**config.mk**
```make
export PLATFORM = sky130hd
export DESIGN_NAME = rnbs_scheduler
export DESIGN_NICKNAME = d
export VERILOG_FILES = /design/src/rnbs_pkg.sv /design/src/rnbs_scheduler.sv
export SDC_FILE = /design/constraint.sdc
export NUM_CORES = 1
export LEC_CHECK = 0
export BUFFER_PORTS_ARGS = -buffer_cell sky130_fd_sc_hd__buf_2
export CAP_MARGIN = 10
export CORE_MARGIN = 2
export CORE_UTILIZATION = 60
export DETAILED_ROUTE_END_ITERATION = 8
export GPL_TIMING_DRIVEN = 0
export PLACE_DENSITY = 0.8
export SLEW_MARGIN = 20
export SYNTH_ARGS = -nofsm -noshare
export SYNTH_HDL_FRONTEND = slang
export SYNTH_SLANG_ARGS = --single-unit
```
**constraint.sdc**
```tcl
create_clock -name clk -period 10.2 [get_ports clk]
set_input_delay 2.04 -clock clk [delete_from_list [all_inputs] [get_ports clk]]
set_output_delay 2.04 -clock clk [all_outputs]
set_load 0.01 [all_outputs]
```
**src/rnbs_pkg.sv**
```systemverilog
package rnbs_pkg;

  // time base: all link timing is in 10 ms units
  localparam int UNIT_NS    = 10_000_000;
  localparam int CLK_NS     = 8;
  localparam int UNIT_CYC   = UNIT_NS / CLK_NS;
  localparam int TICK_W     = 21;
  localparam int UNIT_W     = 16;

  // register byte offsets
  localparam logic [7:0] REG_BID      = 8'h00;
  localparam logic [7:0] REG_REPLY_TO = 8'h04;
  localparam logic [7:0] REG_INTERVAL = 8'h08;
  localparam logic [7:0] REG_RETRIES  = 8'h0C;
  localparam logic [7:0] REG_OPTIONS  = 8'h10;
  localparam logic [7:0] REG_STATUS   = 8'h14;

  // reset values
  localparam logic [UNIT_W-1:0] RST_REPLY_TO = 16'h00C8;
  localparam logic [UNIT_W-1:0] RST_INTERVAL = 16'h0064;
  localparam logic [3:0]        RST_RETRIES  = 4'h3;
  localparam logic [15:0]       RST_OPTIONS  = 16'h0000;

  // option bits
  localparam int OPT_SLAVE_BIT = 0;
  localparam int OPT_MDIS_BIT  = 9;

  // bid value ranges
  localparam int          BID_W        = 9;
  localparam int          DROP_W       = 7;
  localparam logic [8:0]  BID_SWEEP    = 9'h064;
  localparam logic [8:0]  BID_REPEAT   = 9'h0C8;
  localparam logic [8:0]  BID_CYCLE    = 9'h12C;
  localparam logic [8:0]  BID_LIMIT    = 9'h190;

  // slave message buffer
  localparam int BUF_DEPTH = 8;
  localparam int BUF_AW    = 3;
  localparam int MSG_W     = 16;

  typedef enum logic [2:0] {
    ST_IDLE, ST_BID, ST_REPLY, ST_INTERVAL, ST_NORMAL, ST_SL_TX
  } rnbs_state_type;

  typedef enum logic [1:0] {
    MD_SINGLE, MD_SWEEP, MD_REPEAT, MD_CYCLE
  } rnbs_mode_type;

endpackage

```
**src/rnbs_scheduler.sv**
```systemverilog
// Functional notes
// - slave buffers outbound messages until bid
// - master releases link while bid runs
// - slave sends oldest buffered message on bid
// - one message per received bid
// - empty slave ignores bid; master times out
// - slave answers every bid received in idle with a non-empty buffer, no hold-off
// - slave send window is reply timeout
// - link returns to master after transaction
// - writing drop to bid register bids it
// - 100+n sweeps drops n down to 0
// - bid, reply wait, interval, stop at zero
// - normal messages sent during bid interval
// - normal traffic pauses sequence, then resumes
// - 200+n bids drop n forever
// - 300+n sweeps, reloading after drop zero
// - interval paces bids, timeout bounds them
// - long reply timeout allows slave-to-slave
// - 100..199 selects the decrementing sweep
// - master disable bit stops master
// - retry unacked normal message up to limit
module rnbs_scheduler
  import rnbs_pkg::*;
#(
  parameter int TICK_CYCLES = UNIT_CYC
) (
  input  wire logic              clk,          // 125 MHz clock
  input  wire logic              rst,          // async reset, high
  input  wire logic              wb_cyc_i,     // wishbone cycle
  input  wire logic              wb_stb_i,     // wishbone strobe
  input  wire logic              wb_we_i,      // wishbone write
  input  wire logic [7:0]        wb_adr_i,     // byte address
  input  wire logic [3:0]        wb_sel_i,     // byte enables
  input  wire logic [31:0]       wb_dat_i,     // write data
  output logic      [31:0]       wb_dat_o,     // read data
  output logic                   wb_ack_o,     // acknowledge
  output logic                   bid_strobe,   // master: send bid, pulse
  output logic      [DROP_W-1:0] bid_drop,     // master: drop being bid
  output logic                   link_release, // master: link handed to slave
  input  wire logic              slv_done,     // granted transaction finished
  input  wire logic              norm_req,     // normal message queued
  output logic                   norm_go,      // master may send normal message
  input  wire logic              norm_ack,     // normal message acknowledged
  input  wire logic              norm_nak,     // no ack, pulse
  output logic                   norm_exhaust, // retries exhausted, pulse
  input  wire logic              rx_bid,       // slave: bid for this drop
  input  wire logic              loc_valid,    // local outbound message valid
  input  wire logic [MSG_W-1:0]  loc_data,     // local outbound message
  output logic                   loc_ready,    // buffer can accept
  output logic                   slv_tx_go,    // slave transmits as originator
  output logic      [MSG_W-1:0]  slv_tx_data,  // oldest buffered message
  input  wire logic              slv_tx_done   // slave transaction finished
);

  rnbs_state_type       state;
  rnbs_state_type       next_state;
  logic [BID_W-1:0]     bid_reg;
  logic [UNIT_W-1:0]    reply_to;
  logic [UNIT_W-1:0]    interval;
  logic [3:0]           retry_lim;
  logic [15:0]          options;
  logic [TICK_W-1:0]    tick_cnt;
  logic [UNIT_W-1:0]    units;
  logic                 seq_active;
  rnbs_mode_type        seq_mode;
  logic [DROP_W-1:0]    seq_drop;
  logic [DROP_W-1:0]    seq_start;
  logic                 new_flag;
  logic [BID_W-1:0]     new_val;
  logic [3:0]           tries;
  logic [MSG_W-1:0]     mem [BUF_DEPTH];
  logic [BUF_AW-1:0]    wr_ptr;
  logic [BUF_AW-1:0]    rd_ptr;
  logic [BUF_AW:0]      fill;
  logic [BUF_AW:0]      next_fill;
  logic                 wb_req;
  logic                 bid_wr;
  logic                 role_slave;
  logic                 mst_on;
  logic                 expired;
  logic                 seq_more;
  logic                 load_seq;
  logic                 advance;
  logic                 push;
  logic                 pop;
  logic                 norm_end;

  // value to mode: ranges of one hundred
  function automatic rnbs_mode_type mode_of(input logic [BID_W-1:0] v);
    if (v >= BID_CYCLE)
      return MD_CYCLE;
    else if (v >= BID_REPEAT)
      return MD_REPEAT;
    else if (v >= BID_SWEEP)
      return MD_SWEEP;
    else
      return MD_SINGLE;
  endfunction

  function automatic logic [DROP_W-1:0] drop_of(input logic [BID_W-1:0] v);
    logic [BID_W-1:0] d;
    d = v;
    if (v >= BID_CYCLE)
      d = v - BID_CYCLE;
    else if (v >= BID_REPEAT)
      d = v - BID_REPEAT;
    else if (v >= BID_SWEEP)
      d = v - BID_SWEEP;
    return d[DROP_W-1:0];
  endfunction

  assign wb_req     = wb_cyc_i & wb_stb_i & ~wb_ack_o;
  assign bid_wr     = wb_req & wb_we_i & (wb_adr_i == REG_BID) & wb_sel_i[0] & wb_sel_i[1]
                      & (wb_dat_i[BID_W-1:0] < BID_LIMIT) & (wb_dat_i[31:BID_W] == '0);
  assign role_slave = options[OPT_SLAVE_BIT];
  assign mst_on     = ~role_slave & ~options[OPT_MDIS_BIT];
  assign expired    = (state == ST_INTERVAL) ? (units >= interval) : (units >= reply_to);
  // a sequence goes on unless single, or a plain sweep that has reached drop zero
  assign seq_more   = new_flag | ((seq_mode != MD_SINGLE) & ~((seq_mode == MD_SWEEP) & (seq_drop == '0)));
  assign load_seq   = new_flag & (((state == ST_IDLE) & (next_state == ST_BID))
                      | ((state == ST_REPLY) & (next_state != ST_REPLY)));
  assign advance    = ~new_flag & (state == ST_REPLY) & (next_state != ST_REPLY);
  assign norm_end   = norm_ack | (norm_nak & (tries >= retry_lim));
  assign push       = loc_valid & loc_ready;
  assign pop        = (state == ST_SL_TX) & slv_tx_done;

  always_comb begin
    next_state = state;
    case (state)
      ST_IDLE: begin
        if (role_slave) begin
          if (rx_bid && fill != '0)
            next_state = ST_SL_TX;
        end else if (mst_on) begin
          if (norm_req)
            next_state = ST_NORMAL;
          else if (seq_active || new_flag)
            next_state = ST_BID;
        end
      end
      ST_BID: begin
        next_state = ST_REPLY;
      end
      ST_REPLY: begin
        if (slv_done || expired)
          next_state = seq_more ? ST_INTERVAL : ST_IDLE;
      end
      ST_INTERVAL: begin
        if (norm_req)
          next_state = ST_NORMAL;
        else if (expired)
          next_state = ST_IDLE;
      end
      ST_NORMAL: begin
        if (norm_end)
          next_state = (seq_active || new_flag) ? ST_INTERVAL : ST_IDLE;
      end
      ST_SL_TX: begin
        if (slv_tx_done || expired)
          next_state = ST_IDLE;
      end
      default: begin
        next_state = ST_IDLE;
      end
    endcase
    // a master disabled or turned slave mid-sequence drops back to idle
    if (state != ST_IDLE && state != ST_SL_TX && !mst_on)
      next_state = ST_IDLE;
  end

  always_ff @(posedge clk or posedge rst) begin
    if (rst)
      state <= ST_IDLE;
    else
      state <= next_state;
  end

  // unit timer restarts on every state change
  always_ff @(posedge clk or posedge rst) begin
    if (rst) begin
      tick_cnt <= '0;
      units    <= '0;
    end else if (state != next_state) begin
      tick_cnt <= '0;
      units    <= '0;
    end else if (tick_cnt == TICK_W'(TICK_CYCLES - 1)) begin
      tick_cnt <= '0;
      if (units != '1)
        units <= units + 16'h0001;
    end else begin
      tick_cnt <= tick_cnt + 21'h000001;
    end
  end

  // sequence bookkeeping
  always_ff @(posedge clk or posedge rst) begin
    if (rst) begin
      seq_active <= 1'b0;
      seq_mode   <= MD_SINGLE;
      seq_drop   <= '0;
      seq_start  <= '0;
      new_flag   <= 1'b0;
      new_val    <= '0;
    end else begin
      if (load_seq) begin
        seq_active <= 1'b1;
        seq_mode   <= mode_of(new_val);
        seq_drop   <= drop_of(new_val);
        seq_start  <= drop_of(new_val);
        new_flag   <= 1'b0;
      end else if (advance) begin
        case (seq_mode)
          MD_SINGLE: begin
            seq_active <= 1'b0;
          end
          MD_SWEEP: begin
            if (seq_drop == '0)
              seq_active <= 1'b0;
            else
              seq_drop <= seq_drop - 7'h01;
          end
          MD_REPEAT: begin
            seq_drop <= seq_drop;
          end
          default: begin
            if (seq_drop == '0)
              seq_drop <= seq_start;
            else
              seq_drop <= seq_drop - 7'h01;
          end
        endcase
      end
      // a write in the load cycle still counts: set wins over clear
      if (bid_wr) begin
        new_flag <= 1'b1;
        new_val  <= wb_dat_i[BID_W-1:0];
      end
    end
  end

  // normal message retries
  always_ff @(posedge clk or posedge rst) begin
    if (rst) begin
      tries        <= '0;
      norm_exhaust <= 1'b0;
    end else begin
      norm_exhaust <= (state == ST_NORMAL) & norm_nak & (tries >= retry_lim);
      if (state != ST_NORMAL)
        tries <= '0;
      else if (norm_nak && tries < retry_lim)
        tries <= tries + 4'h1;
    end
  end

  // link-facing outputs
  always_ff @(posedge clk or posedge rst) begin
    if (rst) begin
      bid_strobe   <= 1'b0;
      bid_drop     <= '0;
      link_release <= 1'b0;
      norm_go      <= 1'b0;
      slv_tx_go    <= 1'b0;
      slv_tx_data  <= '0;
    end else begin
      bid_strobe   <= (state == ST_BID);
      if (state == ST_BID)
        bid_drop <= seq_drop;
      link_release <= (next_state == ST_REPLY);
      norm_go      <= (next_state == ST_NORMAL);
      slv_tx_go    <= (next_state == ST_SL_TX);
      slv_tx_data  <= mem[rd_ptr];
    end
  end

  // slave outbound buffer, oldest first
  always_comb begin
    next_fill = fill;
    if (push && !pop)
      next_fill = fill + 4'h1;
    else if (pop && !push)
      next_fill = fill - 4'h1;
  end

  always_ff @(posedge clk) begin
    if (push)
      mem[wr_ptr] <= loc_data;
  end

  always_ff @(posedge clk or posedge rst) begin
    if (rst) begin
      wr_ptr    <= '0;
      rd_ptr    <= '0;
      fill      <= '0;
      loc_ready <= 1'b0;
    end else begin
      if (push)
        wr_ptr <= wr_ptr + 3'h1;
      if (pop)
        rd_ptr <= rd_ptr + 3'h1;
      fill      <= next_fill;
      loc_ready <= (next_fill != 4'(BUF_DEPTH));
    end
  end

  // register file
  always_ff @(posedge clk or posedge rst) begin
    if (rst) begin
      bid_reg   <= '0;
      reply_to  <= RST_REPLY_TO;
      interval  <= RST_INTERVAL;
      retry_lim <= RST_RETRIES;
      options   <= RST_OPTIONS;
    end else if (wb_req && wb_we_i) begin
      if (bid_wr) begin
        bid_reg <= wb_dat_i[BID_W-1:0];
      end else if (wb_adr_i == REG_REPLY_TO) begin
        if (wb_sel_i[0])
          reply_to[7:0] <= wb_dat_i[7:0];
        if (wb_sel_i[1])
          reply_to[15:8] <= wb_dat_i[15:8];
      end else if (wb_adr_i == REG_INTERVAL) begin
        if (wb_sel_i[0])
          interval[7:0] <= wb_dat_i[7:0];
        if (wb_sel_i[1])
          interval[15:8] <= wb_dat_i[15:8];
      end else if (wb_adr_i == REG_RETRIES) begin
        if (wb_sel_i[0])
          retry_lim <= wb_dat_i[3:0];
      end else if (wb_adr_i == REG_OPTIONS) begin
        if (wb_sel_i[0])
          options[7:0] <= wb_dat_i[7:0];
        if (wb_sel_i[1])
          options[15:8] <= wb_dat_i[15:8];
      end
    end
  end

  always_ff @(posedge clk or posedge rst) begin
    if (rst) begin
      wb_ack_o <= 1'b0;
      wb_dat_o <= '0;
    end else begin
      wb_ack_o <= wb_req;
      wb_dat_o <= '0;
      if (wb_req && !wb_we_i) begin
        if (wb_adr_i == REG_BID)
          wb_dat_o <= {23'h000000, bid_reg};
        else if (wb_adr_i == REG_REPLY_TO)
          wb_dat_o <= {16'h0000, reply_to};
        else if (wb_adr_i == REG_INTERVAL)
          wb_dat_o <= {16'h0000, interval};
        else if (wb_adr_i == REG_RETRIES)
          wb_dat_o <= {28'h0000000, retry_lim};
        else if (wb_adr_i == REG_OPTIONS)
          wb_dat_o <= {16'h0000, options};
        else if (wb_adr_i == REG_STATUS)
          wb_dat_o <= {11'h000, state, 2'h0, seq_mode, seq_active, new_flag, fill, 1'b0, seq_drop};
      end
    end
  end

endmodule

```
==> results.toml, run 1 <==
[final_layout]
final_util_pct = 70.6
n_antenna_cell = 0
largest_reg_flops = 128
nNetsFinal = 1441
fin_area_um2 = 17100
fillers = 1651
top_register = "mem"
layout_common_cells = "dfrtp_1, edfxtp_1, buf_2"
area_growth_pct = 16.1
reg_top3 = "mem: 128 flops, tick_cnt: 21 flops, wb_dat_o: 19 flops"
drive_gt1_share_pct = 27.9
layout_commonest_cell = "dfrtp_1"

[drt]
wl_mm = 35.9
dr.pass1.iters = 5
vias = 10000
wl_per_cell_um = 21.5
drt-initial-drc-count = 892
drc = 0
ant_nets = 0
vias_per_cell = 6.00

[worst_setup_path]
critical_path_class = "in2reg"
r2r_end = "seq_start[6]"
r2r_setup_slack_ns = 6.69
start_kind = "input pin"
cp.required_ns = 10.57
ff2ff_path_depth = 12
reg2reg_from = "seq_drop[0]"
worstSetupEndpointType = "flop"
cp_max_fo = 10
crit_arrival_ns = 4.64

[die]
die_h_um = 161
rows = 57
core-area_um2 = 24200
start_util_pct = 60.8
die_w_um = 161
die_area_um2 = 25800
pin_count = 134

[power_and_ir_drop]
leakage_nw = 7.17
total_power_w = 0.00384
ir_drop_mv = 0.151
pwr_density_cell_nw_per_um2 = 224

[clock_tree]
cts_setup_buffers = 0
htree_levels = 2
cts_hold_buffers = 0
cts_sinks = 319
clockBufferDepth = 3
clk-insertion-delay-late_ns = 0.53
clockRootBuffer = "clkbuf_16"
post_cts_resized = 0
cts_tree = "built"
cts.clk_slew.worst_paths_ns = 0.06
tritoncts.num_buffers = 34

[synth]
yosys_register_bits = 319
synthAdderAreaFrac_pct = 4.33
synth_top_area_cell = "dfrtp_1"
synth_warnings = 0
synth_top_area_share_pct = 31.1
syn_avg_cell_area_um2 = 12.9
ys_top_cells_by_area = "dfrtp_1, edfxtp_1, mux2_2"
muxShareOfSynthArea_pct = 13.3
synth-edff-count = 128
synth_cell_types = 77
synthesis.area_um2 = 14700
synthXorXnorAreaFrac_pct = 3.08
ys.flop_type = "dfrtp_1"
async_flop_share_pct = 59.9
synthSimpleGateAreaFrac_pct = 9.93
seq_area_frac_synth_pct = 58.6
synth_compound_area_share_pct = 7.27
syn-instance-count = 1139
synth_top_family_by_area = "multiplexers"

[global_route]
grt_pass1_wl_mm = 56.3
grt_usage_pct = 28.2
grt_max_degree = 84
antenna_found_initial = 0
grt_pass1_vias = 10200
gr-total-overflow = 0

[timing]
final-setup-viol-count = 0
skew_ns = 0.0323
tns_ns = 0
slew_headroom_pct = 33.4
tightest_slew_ns = 0.997
post-route-period-util_pct = 41.8
fmax_mhz = 234
hold_viol = 0
rsz0062_at_grt = "no"
timing.final.crit_period_ns = 4.27
drv_slew = 0
hold_ws_ns = 0.467

[placed_design]
numPortBuffers = 118
dp_hpwl_mm = 24.4
dpl_cell_area_um2 = 16000
place.gp.congestion = 0.960

[job]
cap_violations = 0

[worst_hold_path]
holdCritStartpoint = "tick_cnt[0]"
hp-class = "reg2reg"
holdPathEnd = "tick_cnt[0]"
hold_path_depth = 1

[outcome]
outcome = "complete, no violations"
area by class of cell:
cell class              instances  area [µm²]  share of cell area, %
plain buffers                  54         269                   1.57
clock buffers                  44         918                   5.37
clock inverters                18         198                   1.15
inverters                      64         248                   1.45
multi-input cells             714        5670                   33.1
flip-flops and latches        319        8630                   50.4
well taps                     324         405                   2.37
repair buffers                131         774                   4.52
power breakdown:
group / internal, W / leakage [nW] / switching [W] / total (W)
Combinational: 0.000400 / 2.95 / 0.000534 / 0.000934
Clock: 0.000721 / 0.540 / 0.000518 / 0.00124
Sequential: 0.00153 / 3.68 / 0.000130 / 0.00167
cells by family (layout without fill, tap and decap cells):
kind of cell | Yosys count | in the layout
other | 1 | 13
buffers and inverters | 118 | 311
adders and majority gates | 51 | 51
muxes | 143 | 143
and+or+nand+nor | 301 | 301
AOI/OAI and AO/OA | 155 | 155
xor gates and xnor gates | 51 | 51
DFF | 319 | 319
synth_stat cells, drive strengths merged, types with 19 or more instances:
cell type	n
a21oi	37
buf	27
clkbuf	27
dfrtp	183
edfxtp	128
ha	51
inv	64
mux2	103
mux4	32
nand2	71
nand3	23
nor2	101
nor3	20
o21ai	32
xnor2	32
xor2	19
stage by stage:
stage / worst slack [ns] / cells
after detailed placement: 5.45 / 1606
after CTS: 5.98 / 1668
after global routing: 5.71 / 1668
after global placement: 0.679 / 1593
final: 5.93 / 1668
after floorplan: 2.97 / 1151
layer usage:
layer / wire length, µm / vias to the layer above / part of all wire, % / track usage [%]
met2: 18400 / 437 / 51 / 50.0
met5: 0 / - / 0 / 0
met4: 855 / 0 / 2.4 / 8.08
li1: - / 4513 / - / -
met3: 2510 / 70 / 7.0 / 4.49
met1: 14100 / 4991 / 39 / 36.2
worst max path at each step:
stage | to | cells after the start | from | slack, ns
global route | wb_dat_o[11] | 7 | wb_adr_i[1] | 5.71
global placement | slv_tx_data[1] | 2 | rst | 0.68
detailed placement | wb_dat_o[11] | 6 | wb_adr_i[4] | 5.45
finish | wb_dat_o[11] | 6 | wb_adr_i[4] | 5.93
floorplan | bid_drop[0] | 1 | rst | 2.97
CTS | wb_dat_o[11] | 6 | wb_adr_i[4] | 5.98
critical path, cell delays in order:
cell and delay, ns:
buf_2 0.12, clkbuf_1 0.42, nor3b_1 0.87, clkbuf_1 0.60
a221oi_1 0.22, nor3_1 0.37
Power figures use the tool's default switching activity.
==> inputs of run 2 (changes only) <==
--- a/config.mk
+++ b/config.mk
@@ -8,10 +8,10 @@
 export BUFFER_PORTS_ARGS = -buffer_cell sky130_fd_sc_hd__buf_2
 export CAP_MARGIN = 10
 export CORE_MARGIN = 2
-export CORE_UTILIZATION = 60
+export CORE_UTILIZATION = 54
 export DETAILED_ROUTE_END_ITERATION = 8
 export GPL_TIMING_DRIVEN = 0
-export PLACE_DENSITY = 0.8
+export PLACE_DENSITY = 0.76
 export SLEW_MARGIN = 20
 export SYNTH_ARGS = -nofsm -noshare
 export SYNTH_HDL_FRONTEND = slang
==> constraint.sdc (replaced) <==
create_clock -name clk -period 3.6 [get_ports clk]
set_input_delay 0.72 -clock clk [delete_from_list [all_inputs] [get_ports clk]]
set_output_delay 0.72 -clock clk [all_outputs]
set_load 0.01 [all_outputs]
==> results.toml, run 2 (synthesized netlist as in run 1, its figures left out) <==
[worst_setup_path]
critPathSlowestCell = "dfrtp_1"
crit_family = "simple AND/OR/NAND/NOR gates"
ff2ff_path_depth = 14
reg2reg_from = "seq_drop[0]"
worst-path-buf-inv = 4
cpMostUsedCell = "buf_2"
worstSetupEndpoint = "tick_cnt[16]"
cp.required_ns = 4.10
worstSetupEndpointType = "flop"
cp_max_fo = 10
cpPeakStageDelay_ns = 0.46
worstSetupStartpoint = "seq_drop[0]"
crit_arrival_ns = 3.92
cp.depth = 14
start_kind = "flop"
path_cells = "inv_1 > ha_1 > or3b_4 > or4_1 > buf_2 > a21o_1 > o21ai_2 > a41oi_2 > nor2_4 > inv_2 > xnor2_2 > nand4_1 > buf_2 > nor2_1"
r2r_setup_slack_ns = 0.18
critical_path_class = "reg2reg"
r2r_end = "tick_cnt[16]"

[timing]
post-route-period-util_pct = 95.1
drv_slew = 0
rsz0062_at_grt = "no"
tightest_slew_ns = 1.15
skew_ns = 0.0162
hold_viol = 0
slew_headroom_pct = 23.2
final-setup-viol-count = 0
timing.final.crit_period_ns = 3.42
fmax_mhz = 292

[final_layout]
nNetsFinal = 1441
drive_gt1_share_pct = 28.1
largest_reg_flops = 128
finalNonFillerCells = 1687
top_register = "mem"
area_growth_pct = 17.0
reg_top3 = "mem: 128 flops, tick_cnt: 21 flops, wb_dat_o: 19 flops"
layout_commonest_cell = "dfrtp_1"
layout_common_cells = "dfrtp_1, edfxtp_1, buf_2"

[clock_tree]
cts_sinks = 319
cts.clk_slew.worst_paths_ns = 0.07
clockRootBuffer = "clkbuf_16"
htree_levels = 1
clockBufferDepth = 3
cts_setup_buffers = 0
clk-insertion-delay-late_ns = 0.58
tritoncts.num_buffers = 31
cts_tree = "built"

[placed_design]
placed_cells = 1626
numPortBuffers = 118
dp_hpwl_mm = 24.2
place.gp.congestion = 0.885

[die]
pin_count = 134
core-area_um2 = 26900
start_util_pct = 54.8
die_h_um = 169
die_w_um = 169
rows = 60
die_area_um2 = 28600

[worst_hold_path]
hp-class = "in2async"

[drt]
vias_per_cell = 5.83
dr.pass1.iters = 8
drt-initial-drc-count = 927
vias = 9827
ant_nets = 0
drc = 0
wl_mm = 34.5
wl_per_cell_um = 20.4

[global_route]
grt_pass1_vias = 9874
grt_pass1_wl_mm = 54.1
grt_max_degree = 35
gr-total-overflow = 0
grt_usage_pct = 24.4
antenna_found_initial = 5

[power_and_ir_drop]
total_power_w = 0.0109
ir_drop_mv = 0.422
leakage_nw = 7.21
pwr_density_cell_nw_per_um2 = 633

[job]
cap_violations = 0

[outcome]
outcome = "complete, no violations"
## run 2: changes by cell type in the layout (fill, tap and decap cells not counted), sizes merged
cell,change
buf,+2
bufinv,+3
clkbuf,-1
clkinv,-4
diode,+3
inv,-1
## run 2: per-stage QoR
stage	setup WS [ns]	hold WS, ns	setup TNS (ns)	instance area (µm²)	utilization [%]
after floorplan	0.424	0.425	0	14800	-
after global routing	0.0104	0.301	0	17200	64.2
after detailed placement	0.106	0.455	0	16100	59.8
after global placement	-0.845	0.449	-157.25	15800	58.8
after CTS	0.0935	0.271	0	17200	64.1
final	0.175	0.258	0	17200	64.2
## run 2: power by group
group,switching (W),internal (W),leakage (nW)
Clock,0.00143,0.00217,0.555
Sequential,0.000340,0.00435,3.68
Combinational,0.00149,0.00114,2.97
## run 2: layer usage
layer | track usage [%] | share of wire [%] | vias to the layer above
met5 | 0 | 0.035 | -
met4 | 7.13 | 2.5 | 2
met3 | 4.29 | 6.7 | 68
met2 | 42.4 | 50 | 368
met1 | 31.7 | 41 | 4876
li1 | - | - | 4513
## run 2: worst min path at each step
stage,start,endpoint,slack [ns],depth (start not counted)
2_1_floorplan,tick_cnt[0],tick_cnt[0],0.43,1
3_3_place_gp,tick_cnt[0],tick_cnt[0],0.45,1
3_5_place_dp,tick_cnt[0],tick_cnt[0],0.46,1
4_1_cts,rst,tick_cnt[5],0.27,2
5_1_grt,rst,tick_cnt[5],0.30,2
6_report,rst,tick_cnt[5],0.26,2
## run 2: timing repair
action	in CTS	in global routing
hold buffers	0	0
setup endpoints to repair	0	42
gates resized for setup	0	5
## run 2: worst reg2reg max path: stages, from the launching register on
cell     delay [ns]
dfrtp_1        0.46
inv_1          0.09
ha_1           0.17
or3b_4         0.41
or4_1          0.39
buf_2          0.17
a21o_1         0.21
o21ai_2        0.15
a41oi_2        0.17
nor2_4         0.24
inv_2          0.08
xnor2_2        0.17
nand4_1        0.23
buf_2          0.26
nor2_1         0.13
## run 2: layout make-up
cell class,count,area [µm²]
Clock inverter,16,255
Sequential cell,319,8630
Timing Repair Buffer,134,835
Fill cell,1959,9630
Inverter,64,244
Antenna cell,3,7.51
Multi-Input combinational cell,714,5680
Buffer,54,272
Tap cell,341,427
Clock buffer,42,890
